==> src/rtl/riu_pkg.sv <==
// Constants for the rotate instruction unit.
// Assumes a 12-bit file register space with a 4-bit bank select register.
package riu_pkg;
  localparam int unsigned riu_data_w = 8;
  localparam int unsigned riu_bank_w = 4;
  localparam logic [7:0] riu_ilo_limit = 8'h5f;
  localparam logic [7:0] riu_access_split = 8'h60;
  localparam logic [3:0] riu_access_hi_bank = 4'hf;
  localparam logic [15:0] riu_op_rl_val = 16'h4400;
  localparam logic [15:0] riu_op_rr_val = 16'h3000;
  localparam logic [15:0] riu_op_mask = 16'hfc00;
  localparam int unsigned riu_d_bit = 9;
  localparam int unsigned riu_a_bit = 8;
  localparam logic [7:0] riu_w_rst = 8'h00;
  localparam logic [7:0] riu_wdata_rst = 8'h00;
  localparam logic [11:0] riu_addr_rst = 12'h000;
  localparam logic riu_flag_rst = 1'b0;
endpackage

==> src/rtl/riu_rotate_unit.sv <==
// Rotate instruction unit: executes the two rotate instructions in one cycle.
// Assumes the core supplies the instruction word, a strobe and read data for
// the addressed file register in the same cycle, combinationally.
// Notes on behaviour
// - Right rotate through carry shifts toward bit zero, carry is ninth bit.
// - Right rotate: bit n to n-1, bit 0 to carry, carry to bit 7.
// - Left rotate: bit n to n+1, bit 7 wraps to bit 0, carry untouched.
// - Destination bit 0 writes working register, file register left unchanged.
// - Destination bit 1 writes the result back into the source file register.
// - Bank bit 0 selects access bank; 1 uses bank select register.
//
// Added by the designer: the register offsets and the strobed register port.
`timescale 1ns/100ps
`default_nettype none
module riu_rotate_unit
(
  input wire logic clk, // Instruction clock.
  input wire logic srst, // Synchronous reset, active high.
  input wire logic instr_valid, // One-cycle strobe with a new instruction.
  input wire logic [15:0] instr_word, // Instruction word.
  input wire logic ext_set_en, // Extended instruction set enabled.
  input wire logic [3:0] bank_select_register, // Bank select value.
  input wire logic [7:0] index_base, // Index pointer base for literal offset mode.
  input wire logic [7:0] file_rdata, // Data of the addressed file register.
  output logic [11:0] file_addr, // Full file register address.
  output logic file_we, // Write strobe for the file register.
  output logic [7:0] file_wdata, // Data written to the file register.
  output logic [11:0] file_waddr, // Address of the register being written back.
  output logic [7:0] w_reg, // Working register.
  output logic carry, // Carry flag.
  output logic zero, // Zero flag.
  output logic negative, // Negative flag.
  output logic busy // Never set: every rotate completes in one cycle.
);
  ////////////////////////////////////////////////////////////////////////////
  logic is_rl, is_rr, hit, dsel, asel;
  logic [7:0] faddr, result;
  logic [7:0] w_q, wd_q;
  logic c_q, z_q, n_q, we_q;
  logic [11:0] fa_q;

  assign is_rl = (instr_word & riu_pkg::riu_op_mask) == riu_pkg::riu_op_rl_val;
  assign is_rr = (instr_word & riu_pkg::riu_op_mask) == riu_pkg::riu_op_rr_val;
  assign hit = instr_valid && (is_rl || is_rr);
  assign dsel = instr_word[riu_pkg::riu_d_bit];
  assign asel = instr_word[riu_pkg::riu_a_bit];
  assign faddr = instr_word[7:0];

  // Indexed mode wraps inside bank zero: a base near the top of the bank
  // folds the operand back to the bottom rather than into bank one.
  // address formation
  always_comb
  begin
    if (asel)
      file_addr = {bank_select_register, faddr};
    else if (ext_set_en && faddr <= riu_pkg::riu_ilo_limit)
      file_addr = {4'h0, 8'(index_base + faddr)};
    else if (faddr < riu_pkg::riu_access_split)
      file_addr = {4'h0, faddr};
    else
      file_addr = {riu_pkg::riu_access_hi_bank, faddr};
  end

  // The right rotate reads the registered carry, so a rotate issued on the
  // very next edge already sees the carry left by the one before.
  // rotate datapath
  always_comb
  begin
    if (is_rr)
      result = {c_q, file_rdata[7:1]};
    else
      result = {file_rdata[6:0], file_rdata[7]};
  end

  ////////////////////////////////////////////////////////////////////////////
  // working register destination
  always_ff @(posedge clk)
  begin
    if (srst)
      w_q <= riu_pkg::riu_w_rst;
    else if (hit && !dsel)
      w_q <= result;
  end

  // The address is captured at issue: by the write cycle the combinational
  // address already belongs to the next instruction.
  // file register write back
  always_ff @(posedge clk)
  begin
    if (srst)
    begin
      we_q <= 1'b0;
      wd_q <= riu_pkg::riu_wdata_rst;
      fa_q <= riu_pkg::riu_addr_rst;
    end
    else
    begin
      we_q <= hit && dsel;
      if (hit && dsel)
      begin
        wd_q <= result;
        fa_q <= file_addr;
      end
    end
  end

  always_ff @(posedge clk)
  begin
    if (srst)
    begin
      c_q <= riu_pkg::riu_flag_rst;
      z_q <= riu_pkg::riu_flag_rst;
      n_q <= riu_pkg::riu_flag_rst;
    end
    else if (hit)
    begin
      z_q <= result == 8'h00;
      n_q <= result[7];
      if (is_rr)
        c_q <= file_rdata[0];
    end
  end

  assign w_reg = w_q;
  assign file_we = we_q;
  assign file_wdata = wd_q;
  assign file_waddr = fa_q;
  assign carry = c_q;
  assign zero = z_q;
  assign negative = n_q;
  assign busy = 1'b0;
endmodule
`default_nettype wire

==> config.mk <==
export PLATFORM = sky130hd
export DESIGN_NAME = riu_rotate_unit
export DESIGN_NICKNAME = d
export VERILOG_FILES = /design/src/rtl/riu_pkg.sv /design/src/rtl/riu_rotate_unit.sv
export SDC_FILE = /design/constraint.sdc
export NUM_CORES = 1
export LEC_CHECK = 0
export ABC_AREA = 1
export BUFFER_PORTS_ARGS = -buffer_cell sky130_fd_sc_hd__clkbuf_2
export CAP_MARGIN = 10
export CORE_MARGIN = 5
export CORE_UTILIZATION = 33
export CTS_CLUSTER_SIZE = 28
export DETAILED_ROUTE_END_ITERATION = 16
export PLACE_DENSITY = 0.7
export SLEW_MARGIN = 30
export SYNTH_ARGS = -nofsm -noshare
export SYNTH_HDL_FRONTEND = slang
export SYNTH_SLANG_ARGS = --single-unit
==> constraint.sdc <==
create_clock -name clk -period 1.5 [get_ports clk]
set_clock_uncertainty 0.05 [all_clocks]
set_input_delay 0 -clock clk [delete_from_list [all_inputs] [get_ports clk]]
set_output_delay 0 -clock clk [all_outputs]
set_load 0.05 [all_outputs]
Word-level counts from Yosys, hierarchy flattened
Index checks and enable logic that the tools add are counted.
{ "word_totals": {"word_cells": 24, "register_bits": 32, "output_inout_bits": 45} }
{ "classes": {"muxes": 4, "n_reduce_logical": 8, "n_addsub": 1, "eq_ne": 2, "magnitude_cmp": 2} }
{ "ops": {"columns": ["operator", "n"], "rows": [
  ["12-bit two-way mux", 3],
  ["8-bit adder", 1],
  ["8-bit by 7-bit <= comparator with 1-bit output, second input constant", 1],
  ["8-bit zero test", 1],
  ["8-bit by 7-bit < comparator with 1-bit output, second input constant", 1],
  ["8-bit two-way mux", 1],
  ["6-bit by 4-bit == test with 1-bit output, second input constant", 1],
  ["6-bit by 5-bit == test with 1-bit output, second input constant", 1],
  ["1-bit logical AND", 4],
  ["2-bit AND reduction", 1],
  ["1-bit zero test", 1],
  ["1-bit logical OR", 1]
]} }

Logic depth before layout (Yosys ltp)
Gate-level depths: netlist of run 1.
{ "logic_depth": {"word_depth": 4, "depth_mapped": 11, "ltp_nobuf": 11} }

Worst setup path after synthesis of run 1
No wires, ideal clock.
{ "synth_path": {"path_kind": "input to register", "from": "input port instr_word[0]", "to": "register fa_q[2], in the netlist file_waddr[2]", "path_buffers": 0, "required_time_ns": 1.383, "slack_ns": -0.717, "t_arrival_ns": 2.100, "cell_stages": 7, "cell_sequence": "ha_1 -> inv_1 -> fa_1 -> xor2_1 -> o21ai_0 -> nor2_1 -> nor2_1"} }
{ "synth_via": {"elab_chain_cells": 4, "word_cells_on_any_way": 5} }
{ "synth_lines": {"columns": ["element", "line", "source"], "rows": [
  ["start, declared", "riu_rotate_unit.sv:20", "input wire logic [15:0] instr_word,"],
  ["8-bit by 7-bit <= comparator with 1-bit output", "riu_rotate_unit.sv:56", "else if (ext_set_en && faddr <= riu_pkg::riu_ilo_limit)"],
  ["1-bit logical AND", "riu_rotate_unit.sv:56", null],
  ["12-bit two-way mux (*)", "riu_rotate_unit.sv:56", null],
  ["12-bit two-way mux (*)", "riu_rotate_unit.sv:54", "if (asel)"],
  ["via file_addr[2]", "riu_rotate_unit.sv:25", "output logic [11:0] file_addr,"],
  ["end signal, assigned", "riu_rotate_unit.sv:94", "fa_q <= riu_pkg::riu_addr_rst;"],
  ["end signal, assigned", "riu_rotate_unit.sv:102", "fa_q <= file_addr;"],
  ["end, declared", "riu_rotate_unit.sv:40", "logic [11:0] fa_q;"]
]} }
Mark *: on every way through the listed nets, which the timed path passes. The rest lies on a longest branch.
A chain may end at the register's enable or synchronous reset.

Worst setup path in the final report of run 1
{ "layout_path": {"from": "input port instr_word[2]", "to": "output port file_addr[7]"} }
{ "layout_via": {"elab_chain_cells": 4, "word_cells_on_any_way": 5} }
{ "layout_lines": {"columns": ["element", "line"], "rows": [
  ["8-bit by 7-bit <= comparator with 1-bit output", "riu_rotate_unit.sv:56"],
  ["1-bit logical AND", "riu_rotate_unit.sv:56"],
  ["12-bit two-way mux (*)", "riu_rotate_unit.sv:56"],
  ["12-bit two-way mux (*)", "riu_rotate_unit.sv:54"],
  ["end, declared", "riu_rotate_unit.sv:25"]
]} }
Every way passes the cells marked *; elsewhere a longest branch is shown, timed or not.

==> results of run 1 <==
## power groups by stage
stage | Sequential (mW) | Combinational (mW) | Clock [mW]
2_1_floorplan | 0.900 | 0.306 | 0
3_3_place_gp | 0.878 | 0.483 | 0
3_5_place_dp | 0.878 | 0.490 | 0
4_1_cts | 0.859 | 0.502 | 0.820
5_1_grt | 0.859 | 0.550 | 0.859
6_report | 0.859 | 0.504 | 0.804
## through the flow
stage	cells	instance area, sq um	util	power, mW
6_report	439	2550	0.467	2.17
3_5_place_dp	430	2410	0.441	1.37
2_1_floorplan	272	1870	-	1.21
5_1_grt	439	2550	0.467	2.27
4_1_cts	439	2550	0.465	2.18
3_3_place_gp	430	2410	0.441	1.36
## routing by layer
| metal | share of wire | up-vias | wire length, microns |
|---|---|---|---|
| met3 | 0.070 | 2 | 358 |
| met4 | 0.0012 | 0 | 6 |
| met1 | 0.42 | 916 | 2160 |
| met5 | 0 | - | 0 |
| li1 | - | 1060 | - |
| met2 | 0.51 | 53 | 2610 |
## repair_timing
action,CTS,global route
resized for setup,5,6
hold buffers,1,0
pin swaps,0,2
hold endpoints to repair,1,0
setup endpoints to repair,3,5
## cell families (layout without fill, tap and decap cells)
kind of cell / count (synthesis) / count (layout) / share of synthesized area
fa+ha+maj: 8 / 8 / 0.0581
xor+xnor: 4 / 4 / 0.0189
compound gates: 51 / 51 / 0.143
flops: 32 / 32 / 0.346
simple gates: 133 / 133 / 0.327
other cells: 1 / 1 / 0.00203
buf+inv: 43 / 138 / 0.105
## synth_stat cells, types with 4 or more instances
master and count:
nand2_1 67, nor2_1 34, dfxtp_1 32, inv_1 31, o21ai_0 25, a21oi_1 19
nand3_1 13, nand4_1 8, ha_1 7, nor2_4 4, o21ai_1 4, xor2_1 4
## worst paths after layout
path / end / cells past startpoint / startpoint / slack, ns
max: file_addr[7] / 9 / instr_word[2] / 0.07
min: file_wdata[2]$_SDFFE_PP0P_ / 3 / srst / 0.008
min reg2reg: file_wdata[5]$_SDFFE_PP0P_ / 2 / file_wdata[5]$_SDFFE_PP0P_ / 0.42
max reg2reg: w_reg[7]$_SDFFE_PP0P_ / 5 / carry$_SDFFE_PP0P_ / 0.47
## worst reg2reg max path, cell delays in order (launching register included)
cell,delay (ns)
dfxtp_1,0.36
inv_1,0.05
o21ai_1,0.16
buf_4,0.15
nand2_1,0.05
a21oi_1,0.14
## final cells by class
class	count	area share
multi-input combinational	197	0.409
sequential	32	0.251
timing repair buffer	96	0.213
inverter	34	0.0500
tap	72	0.0353
clock buffer	6	0.0284
clock inverter	2	0.0137
==> results.sh, run 1 <==
export IMPL_leakagePower_nw=1.42
export IMPL_cp_end_kind="output pin"
export IMPL_synth_nets=320
export IMPL_min_period_ns=1.43
export IMPL_preCtsSetupSlack_ns=-0.142
export IMPL_htreeDepth=2
export IMPL_clock_root_buffer="clkbuf_8"
export IMPL_max_clock_path_buffers=2
export IMPL_ys_warn_count=0
export IMPL_clock_latency_ns=0.28
export IMPL_grt_pass1_wl_mm=8.43
export IMPL_place_congestion=0.892
export IMPL_power_switching_share=0.298
export IMPL_post_drt_wl_per_cell_microns=11.7
export IMPL_syn_inst=272
export IMPL_yosysSeqAreaShare=0.346
export IMPL_cts_tree="done"
export IMPL_postCtsSetupBuffers=0
export IMPL_setup_slack_ns=0.0678
export IMPL_drv_slew=0
export IMPL_final_common_cell="clkbuf_2"
export IMPL_dieWidth_microns=84.9
export IMPL_wirelength_mm=5.14
export IMPL_status="finished clean"
export IMPL_ant_nets=0
export IMPL_start_util=0.338
export IMPL_fillCellCount=579
export IMPL_regArea_sq_um=641
export IMPL_ios=85
export IMPL_globalRouteTotalUtil=0.141
export IMPL_rows=27
export IMPL_netlist_top_cell_by_area="dfxtp_1"
export IMPL_vias=2031
export IMPL_path_buf_inv=3
export IMPL_largest_reg_flops=12
export IMPL_setup_viol=0
export IMPL_cp_max_fo=3
export IMPL_dp_hpwl_mm=4.22
export IMPL_hold_slack_ns=0.00816
export IMPL_tns_ns=0
export IMPL_die_h_microns=84.9
export IMPL_diodes=0
export IMPL_grtUsageMet2=0.253
export IMPL_cpMaxStageDelayCell="ha_1"
export IMPL_cap_violations=0
export IMPL_required_ns=1.45
export IMPL_first_pass_iters=4
export IMPL_seq_power_share=0.396
export IMPL_antenna_found_initial=0
export IMPL_power_frac_clock=0.371
export IMPL_rsz0062_at_grt="true"
export IMPL_drc=0
export IMPL_irDropWorstVdd_mv=0.566
export IMPL_tritoncts_num_buffers=5
export IMPL_drtIter0Drc=89
export IMPL_synth_ff_type="dfxtp_1"
export IMPL_grt_max_degree=16
export IMPL_die_area_sq_mm=0.00721
export IMPL_post_route_period_util=0.955
export IMPL_grt_ovfl_total=0
export IMPL_synth_edf_count=0
export IMPL_finalNetCount=414
export IMPL_multi_input_area_sq_mm=0.00104
export IMPL_p_sw_uw=645
export IMPL_gr_usage_met3=0.0456
export IMPL_synthTopCellsByArea="dfxtp_1 (35%), nand2_1 (14%), nor2_1 (6.9%)"
export IMPL_critPathArrivalTime_ns=1.38
export IMPL_slowest_delay_ns=0.32
export IMPL_critical_path_top_delay_family="simple AND/OR/NAND/NOR gates"
export IMPL_worstSetupPathType="input port to output pin"
export IMPL_syn2layout_area_growth_pct=37.9
export IMPL_p_comb_frac=0.232
export IMPL_avgViaCountPerCell=4.63
export IMPL_clock_sinks=32
export IMPL_core_area_sq_mm=0.00547
export IMPL_grt_pass1_vias=1930
export IMPL_met1_usage=0.165
export IMPL_fmax_mhz=698
export IMPL_syn_area_sq_mm=0.00185
export IMPL_drive_gt1_frac=0.338
export IMPL_ys_ff_latch=32
export IMPL_hold_violations=0
export IMPL_crit_top_cell="nand3_1"
export IMPL_layout_common_cells="clkbuf_2 (78), nand2_1 (65), nor2_1 (34)"
export IMPL_hold_class="input port to register"
export IMPL_ys_types=27
export IMPL_crit_path_start_kind="input port"
export IMPL_path_cells="clkbuf_2 > ha_1 > or2_2 > nand3_1 > nand3_1 > nand3_1 > nand2_1 > inv_1 > buf_2"
export IMPL_intPower_mw=1.52
export IMPL_synth_area_per_cell_sq_um=6.81
export IMPL_busiest_layer="met2"
export IMPL_numPortBuffers=83
export IMPL_synth_top_area_frac=0.346
export IMPL_p_per_area_mw_per_mm2=848
export IMPL_synthArstFlopShare=0
export IMPL_clkTransAtPathRegs_ns=0.07
Power figures use the tool's default switching activity.
==> run 2, diff against run 1 <==
--- a/config.mk
+++ b/config.mk
@@ -5,7 +5,6 @@
 export SDC_FILE = /design/constraint.sdc
 export NUM_CORES = 1
 export LEC_CHECK = 0
-export ABC_AREA = 1
 export BUFFER_PORTS_ARGS = -buffer_cell sky130_fd_sc_hd__clkbuf_2
 export CAP_MARGIN = 10
 export CORE_MARGIN = 5
==> run 2 against run 1 <==
  * Critical path type unchanged
  * First-iteration DRC count down 29%
  * Worst setup slack got worse by 0.12 ns
  * Utilization grew 6.1 points
  * Non-clock buffer count grew 20
  * Synthesized area down 2.6%
  * Flip-flop and latch count stayed put
  * Routed wire length up 3.6%
  * Design area grew 12%
  * The run now ends with setup timing left
==> results.sh, run 2 <==
export IMPL_grt_pass1_vias=1893
export IMPL_clock_latency_ns=0.29
export IMPL_syn_area_sq_mm=0.00180
export IMPL_stdcell_count=379
export IMPL_die_h_microns=83.9
export IMPL_numPortBuffers=83
export IMPL_min_period_ns=1.55
export IMPL_cts_tree="done"
export IMPL_max_clock_path_buffers=2
export IMPL_wirelength_mm=5.32
export IMPL_tritoncts_num_buffers=5
export IMPL_path_buf_inv=3
export IMPL_synthTopCellsByCount="dfxtp_1 (32), nor2_1 (25), a211oi_1 (17), mux2i_1 (14), nand2_1 (10)"
export IMPL_hold_class="input port to register"
export IMPL_antenna_found_initial=0
export IMPL_tns_ns=-0.0541
export IMPL_critPathArrivalTime_ns=1.50
export IMPL_largest_reg_flops=12
export IMPL_ys_types=52
export IMPL_r2r_start="carry$_SDFFE_PP0P_"
export IMPL_p_per_area_mw_per_mm2=818
export IMPL_drc=0
export IMPL_synthArstFlopShare=0
export IMPL_finalNetCount=354
export IMPL_vias=1851
export IMPL_cp_max_fo=5
export IMPL_place_congestion=0.876
export IMPL_post_drt_wl_per_cell_microns=14.0
export IMPL_synth_nets=242
export IMPL_ios=85
export IMPL_synth_edf_count=0
export IMPL_netlist_top_cell_by_area="dfxtp_1"
export IMPL_violations="setup timing"
export IMPL_post_route_period_util=1.03
export IMPL_ys_warn_count=0
export IMPL_crit_path_start_kind="input port"
export IMPL_clock_sinks=32
export IMPL_path_cells="clkbuf_2 > ha_4 > buf_6 > o211ai_1 > o21bai_4 > a31oi_4 > xnor2_2 > a21o_2 > clkbuf_16"
export IMPL_ant_nets=0
export IMPL_cpMaxStageDelayCell="ha_4"
export IMPL_syn_inst=194
export IMPL_crit_end="file_addr[7]"
export IMPL_fmax_mhz=646
export IMPL_reg2reg_slack_ns=0.41
export IMPL_synth_top_area_frac=0.355
export IMPL_timing_rr_end="zero$_SDFFE_PP0P_"
export IMPL_synth_ff_type="dfxtp_1"
export IMPL_layout_common_cells="clkbuf_2 (71), dfxtp_1 (32), buf_4 (30)"
export IMPL_yosysSeqAreaShare=0.355
export IMPL_slowest_delay_ns=0.27
export IMPL_placedCellCount=368
export IMPL_syn2layout_area_growth_pct=58.1
export IMPL_worstSetupPathType="input port to output pin"
export IMPL_htreeDepth=2
export IMPL_clock_root_buffer="clkbuf_8"
export IMPL_rsz0062_at_grt="true"
export IMPL_setup_viol=2
export IMPL_rows=27
export IMPL_status="finished, violations left"
export IMPL_leakagePower_nw=1.35
export IMPL_required_ns=1.45
export IMPL_final_common_cell="clkbuf_2"
export IMPL_dp_hpwl_mm=4.16
export IMPL_clkTransAtPathRegs_ns=0.07
export IMPL_globalRouteTotalUtil=0.152
export IMPL_r2r_cells=3
export IMPL_cap_violations=0
export IMPL_critical_path_top_delay_family="compound AO/OA/AOI/OAI gates"
export IMPL_diodes=0
export IMPL_ys_ff_latch=32
export IMPL_yosysMostFrequentCell="dfxtp_1"
export IMPL_drtIter0Drc=63
export IMPL_grt_pass1_wl_mm=8.62
export IMPL_crit_path_start="instr_word[4]"
export IMPL_drive_gt1_frac=0.515
export IMPL_irDropWorstVdd_mv=0.528
export IMPL_cp_end_kind="output pin"
export IMPL_hold_violations=0
export IMPL_avgViaCountPerCell=4.88
export IMPL_drv_slew=0
export IMPL_grt_ovfl_total=0
export IMPL_synth_area_per_cell_sq_um=9.29
export IMPL_core_area_sq_mm=0.00541
export IMPL_grt_max_degree=20
export IMPL_synthTopCellsByArea="dfxtp_1 (36%), mux2i_1 (7.8%), a211oi_1 (7.1%)"
export IMPL_setup_slack_ns=-0.0472
export IMPL_start_util=0.334
export IMPL_cp_depth=9
export IMPL_first_pass_iters=4
export IMPL_final_util=0.527
export IMPL_die_area_sq_mm=0.00704
export IMPL_dieWidth_microns=83.9
[run 2: changes by cell type in the layout (fill, tap and decap cells not counted), moves of 13 or more]
cell      delta
buf_4       +17
nand2_1     -55
a21oi_1     -14
a211oi_1    +15
o21ai_0     -18
inv_1       -26
mux2i_1     +13
[run 2: layout make-up]
type	count	area (sq um)
clock buffer	5	68.8
multi-input combinational	143	1180
tap	72	90.1
fill	538	2550
clock inverter	3	42.5
timing repair buffer	116	793
sequential	32	641
inverter	8	30.0
[run 2: worst min path at each step]
stage	start	end	slack, ns	cells past startpoint
6_report	bank_select_register[1]	file_waddr[9]$_SDFFE_PP0P_	0.02	4
5_1_grt	srst	file_waddr[9]$_SDFFE_PP0P_	0.05	2
4_1_cts	bank_select_register[0]	file_waddr[8]$_SDFFE_PP0P_	0.03	4
3_5_place_dp	file_rdata[0]	carry$_SDFFE_PP0P_	0.24	3
3_3_place_gp	file_rdata[0]	carry$_SDFFE_PP0P_	0.24	3
2_1_floorplan	file_rdata[0]	carry$_SDFFE_PP0P_	0.1	2
[run 2: through the flow]
| stage | power, mW | setup slack [ns] | hold WS [ns] | area [sq um] |
|---|---|---|---|---|
| floorplan | 1.22 | -0.222 | 0.0975 | 1860 |
| global placement | 1.41 | -0.262 | 0.237 | 2530 |
| detailed placement | 1.43 | -0.306 | 0.245 | 2530 |
| CTS | 2.31 | -0.0674 | 0.0251 | 2790 |
| global route | 2.44 | -0.0911 | 0.0485 | 2850 |
| finish | 2.33 | -0.0472 | 0.0249 | 2850 |
[run 2: metal layers]
layer | vias to the layer above | track usage | share of wire
li1 | 927 | - | -
met5 | - | 0 | 0
met4 | 0 | 0.0658 | 0.031
met3 | 15 | 0.0494 | 0.062
met1 | 847 | 0.176 | 0.42
met2 | 62 | 0.254 | 0.48
[run 2: timing repair]
item | 4_1_cts | 5_1_grt
resized for setup | 19 | 17
hold endpoints to repair | 1 | 0
endpoints found under the setup margin | 5 | 9
setup buffers | 1 | 1
pin swaps | 9 | 3
hold buffers | 1 | 0
[run 2: logic make-up after synthesis]
kind of cell    after synthesis  share of synthesized area
other cells                   1                    0.00208
mux                          17                     0.0985
fa+ha+maj                     8                     0.0597
simple gates                 58                      0.169
xor+xnor                      5                     0.0243
flops                        32                      0.355
buf+inv                      19                     0.0604
compound gates               54                      0.231
[run 2: power by group]
| part | internal, mW | switching [mW] | total, mW |
|---|---|---|---|
| sequential | 0.855 | 0.00301 | 0.858 |
| combinational | 0.287 | 0.351 | 0.638 |
| clock | 0.491 | 0.344 | 0.835 |
| total | 1.63 | 0.698 | 2.33 |
[run 2: worst min-delay path, cell delays in order]
cell and delay, ns:
clkbuf_2 0.07, a21o_1 0.12, mux2i_1 0.07, nor2_1 0.07
==> run 3, diff against run 2 <==
--- a/config.mk
+++ b/config.mk
@@ -8,10 +8,11 @@
 export BUFFER_PORTS_ARGS = -buffer_cell sky130_fd_sc_hd__clkbuf_2
 export CAP_MARGIN = 10
 export CORE_MARGIN = 5
-export CORE_UTILIZATION = 33
+export CORE_UTILIZATION = 46
 export CTS_CLUSTER_SIZE = 28
 export DETAILED_ROUTE_END_ITERATION = 16
-export PLACE_DENSITY = 0.7
+export HOLD_SLACK_MARGIN = 0.15
+export PLACE_DENSITY = 0.89
 export SLEW_MARGIN = 30
 export SYNTH_ARGS = -nofsm -noshare
 export SYNTH_HDL_FRONTEND = slang
==> run 3 against run 2 <==
  * The flow still finishes with violations (setup timing)
  * Non-clock buffer count up 18
  * Worst setup slack lost 0.0099 ns
  * Total power increased by 0.99%
  * Critical path type unchanged
  * Critical endpoint is now file_addr[6]
==> results.sh, run 3 (synthesis results as in run 2) <==
export IMPL_hp_start="instr_word[8]"
export IMPL_cap_violations=0
export IMPL_antenna_found_initial=0
export IMPL_setup_viol=4
export IMPL_stdcell_count=373
export IMPL_p_per_area_mw_per_mm2=789
export IMPL_cts_tree="done"
export IMPL_dieWidth_microns=72.6
export IMPL_largest_reg_flops=12
export IMPL_layout_common_cells="clkbuf_2 (73), dfxtp_1 (32), buf_4 (28)"
export IMPL_required_ns=1.45
export IMPL_worstSetupPathType="input port to output pin"
export IMPL_post_route_period_util=1.04
export IMPL_dp_hpwl_mm=4.11
export IMPL_rows=22
export IMPL_vias=2025
export IMPL_final_util=0.803
export IMPL_globalRouteTotalUtil=0.240
export IMPL_wirelength_mm=6.34
export IMPL_die_area_sq_mm=0.00527
export IMPL_r2r_start="carry$_SDFFE_PP0P_"
export IMPL_grt_pass1_wl_mm=9.79
export IMPL_dpl_cell_area_sq_mm=0.00245
export IMPL_numPortBuffers=83
export IMPL_clock_latency_ns=0.28
export IMPL_start_util=0.485
export IMPL_preCtsSetupSlack_ns=-0.308
export IMPL_leakagePower_nw=1.41
export IMPL_grt_pass1_vias=2055
export IMPL_ant_nets=0
export IMPL_place_congestion=0.834
export IMPL_regArea_sq_um=641
export IMPL_critPathArrivalTime_ns=1.51
export IMPL_grt_ovfl_total=0
export IMPL_clock_root_buffer="clkbuf_8"
export IMPL_violations="setup timing"
export IMPL_cp_end_kind="output pin"
export IMPL_max_clock_path_buffers=2
export IMPL_diodes=0
export IMPL_crit_path_start="instr_word[6]"
export IMPL_tritoncts_num_buffers=5
export IMPL_grt_max_degree=20
export IMPL_syn2layout_area_growth_pct=65.5
export IMPL_final_common_cell="clkbuf_2"
export IMPL_status="finished, violations left"
export IMPL_drive_gt1_frac=0.480
export IMPL_clkTransAtPathRegs_ns=0.07
export IMPL_min_period_ns=1.56
export IMPL_cp_max_fo=4
export IMPL_hold_class="input port to register"
export IMPL_irDropWorstVdd_mv=0.616
export IMPL_avgViaCountPerCell=5.43
export IMPL_htreeDepth=2
export IMPL_ios=85
export IMPL_drtIter0Drc=103
export IMPL_multi_input_area_sq_mm=0.00119
export IMPL_placedCellCount=340
export IMPL_first_pass_iters=4
export IMPL_finalNetCount=372
export IMPL_core_area_sq_mm=0.00372
export IMPL_fmax_mhz=642
export IMPL_post_drt_wl_per_cell_microns=17.0
export IMPL_die_h_microns=72.6
export IMPL_clock_sinks=32
export IMPL_tns_ns=-0.115
export IMPL_drc=0
export IMPL_design_area_sq_mm=0.00298
export IMPL_rsz0062_at_grt="true"
export IMPL_hold_violations=0
export IMPL_crit_path_start_kind="input port"
export IMPL_fillCellCount=220
export IMPL_setup_slack_ns=-0.0572
export IMPL_drv_slew=0
==> run 3: changes by cell type in the layout (fill, tap and decap cells not counted), moves of 2 or more <==
cell / before / now
buf_2: 2 / 0
clkbuf_2: 71 / 73
buf_6: 2 / 4
dlygate4sd3_1: 1 / 22
buf_12: 2 / 0
buf_4: 30 / 28
==> run 3: path summary, 6_finish.rpt <==
path                                endpoint  slack [ns]  cells past startpoint
hold / removal    file_waddr[9]$_SDFFE_PP0P_        0.12                      4
setup reg to reg           zero$_SDFFE_PP0P_        0.49                      3
hold reg to reg   file_waddr[0]$_SDFFE_PP0P_        0.44                      2
setup / recovery                file_addr[6]       -0.06                      7
==> run 3: worst max-delay path, stage by stage <==
cell and delay [ns]:
clkbuf_2 0.10, ha_1 0.36, inv_1 0.08, or3_1 0.38, o211ai_1 0.21, mux2_4 0.20
clkbuf_16 0.16
==> run 3: power breakdown <==
part | leakage, nW | switching, mW | internal, mW
Sequential | 0.258 | 0.00334 | 0.855
Combinational | 1.10 | 0.374 | 0.315
Clock | 0.0552 | 0.314 | 0.493
Total | 1.41 | 0.691 | 1.66
==> run 3: metal layers <==
layer | vias to the layer above | routed length [microns] | global-route usage
met5 | - | 0 | 0
met3 | 17 | 402 | 0.0661
li1 | 968 | - | -
met2 | 90 | 3440 | 0.459
met1 | 950 | 2340 | 0.253
met4 | 0 | 157 | 0.0676
==> run 3: repair_timing <==
item / CTS / global route
pin swaps: 12 / 5
endpoints found under the hold margin: 26 / 1
setup endpoints to repair: 6 / 13
gates resized for setup: 19 / 17
hold buffers: 24 / 1
gates cloned: 0 / 0
setup buffers: 2 / 1
==> run 3: cell type report <==
type                       instances  share of cell area
clock buffer                       6              0.0243
clock inverter                     2              0.0117
inverter                           8              0.0101
multi-input combinational        143               0.399
sequential                        32               0.215
tap                               48              0.0201
timing repair buffer             134               0.320
==> run 3: per-stage QoR <==
stage	hold slack, ns	total power, mW
after floorplan	0.0975	1.22
after global placement	0.229	1.39
after detailed placement	0.233	1.41
after CTS	0.151	2.32
after global routing	0.198	2.45
final	0.117	2.35
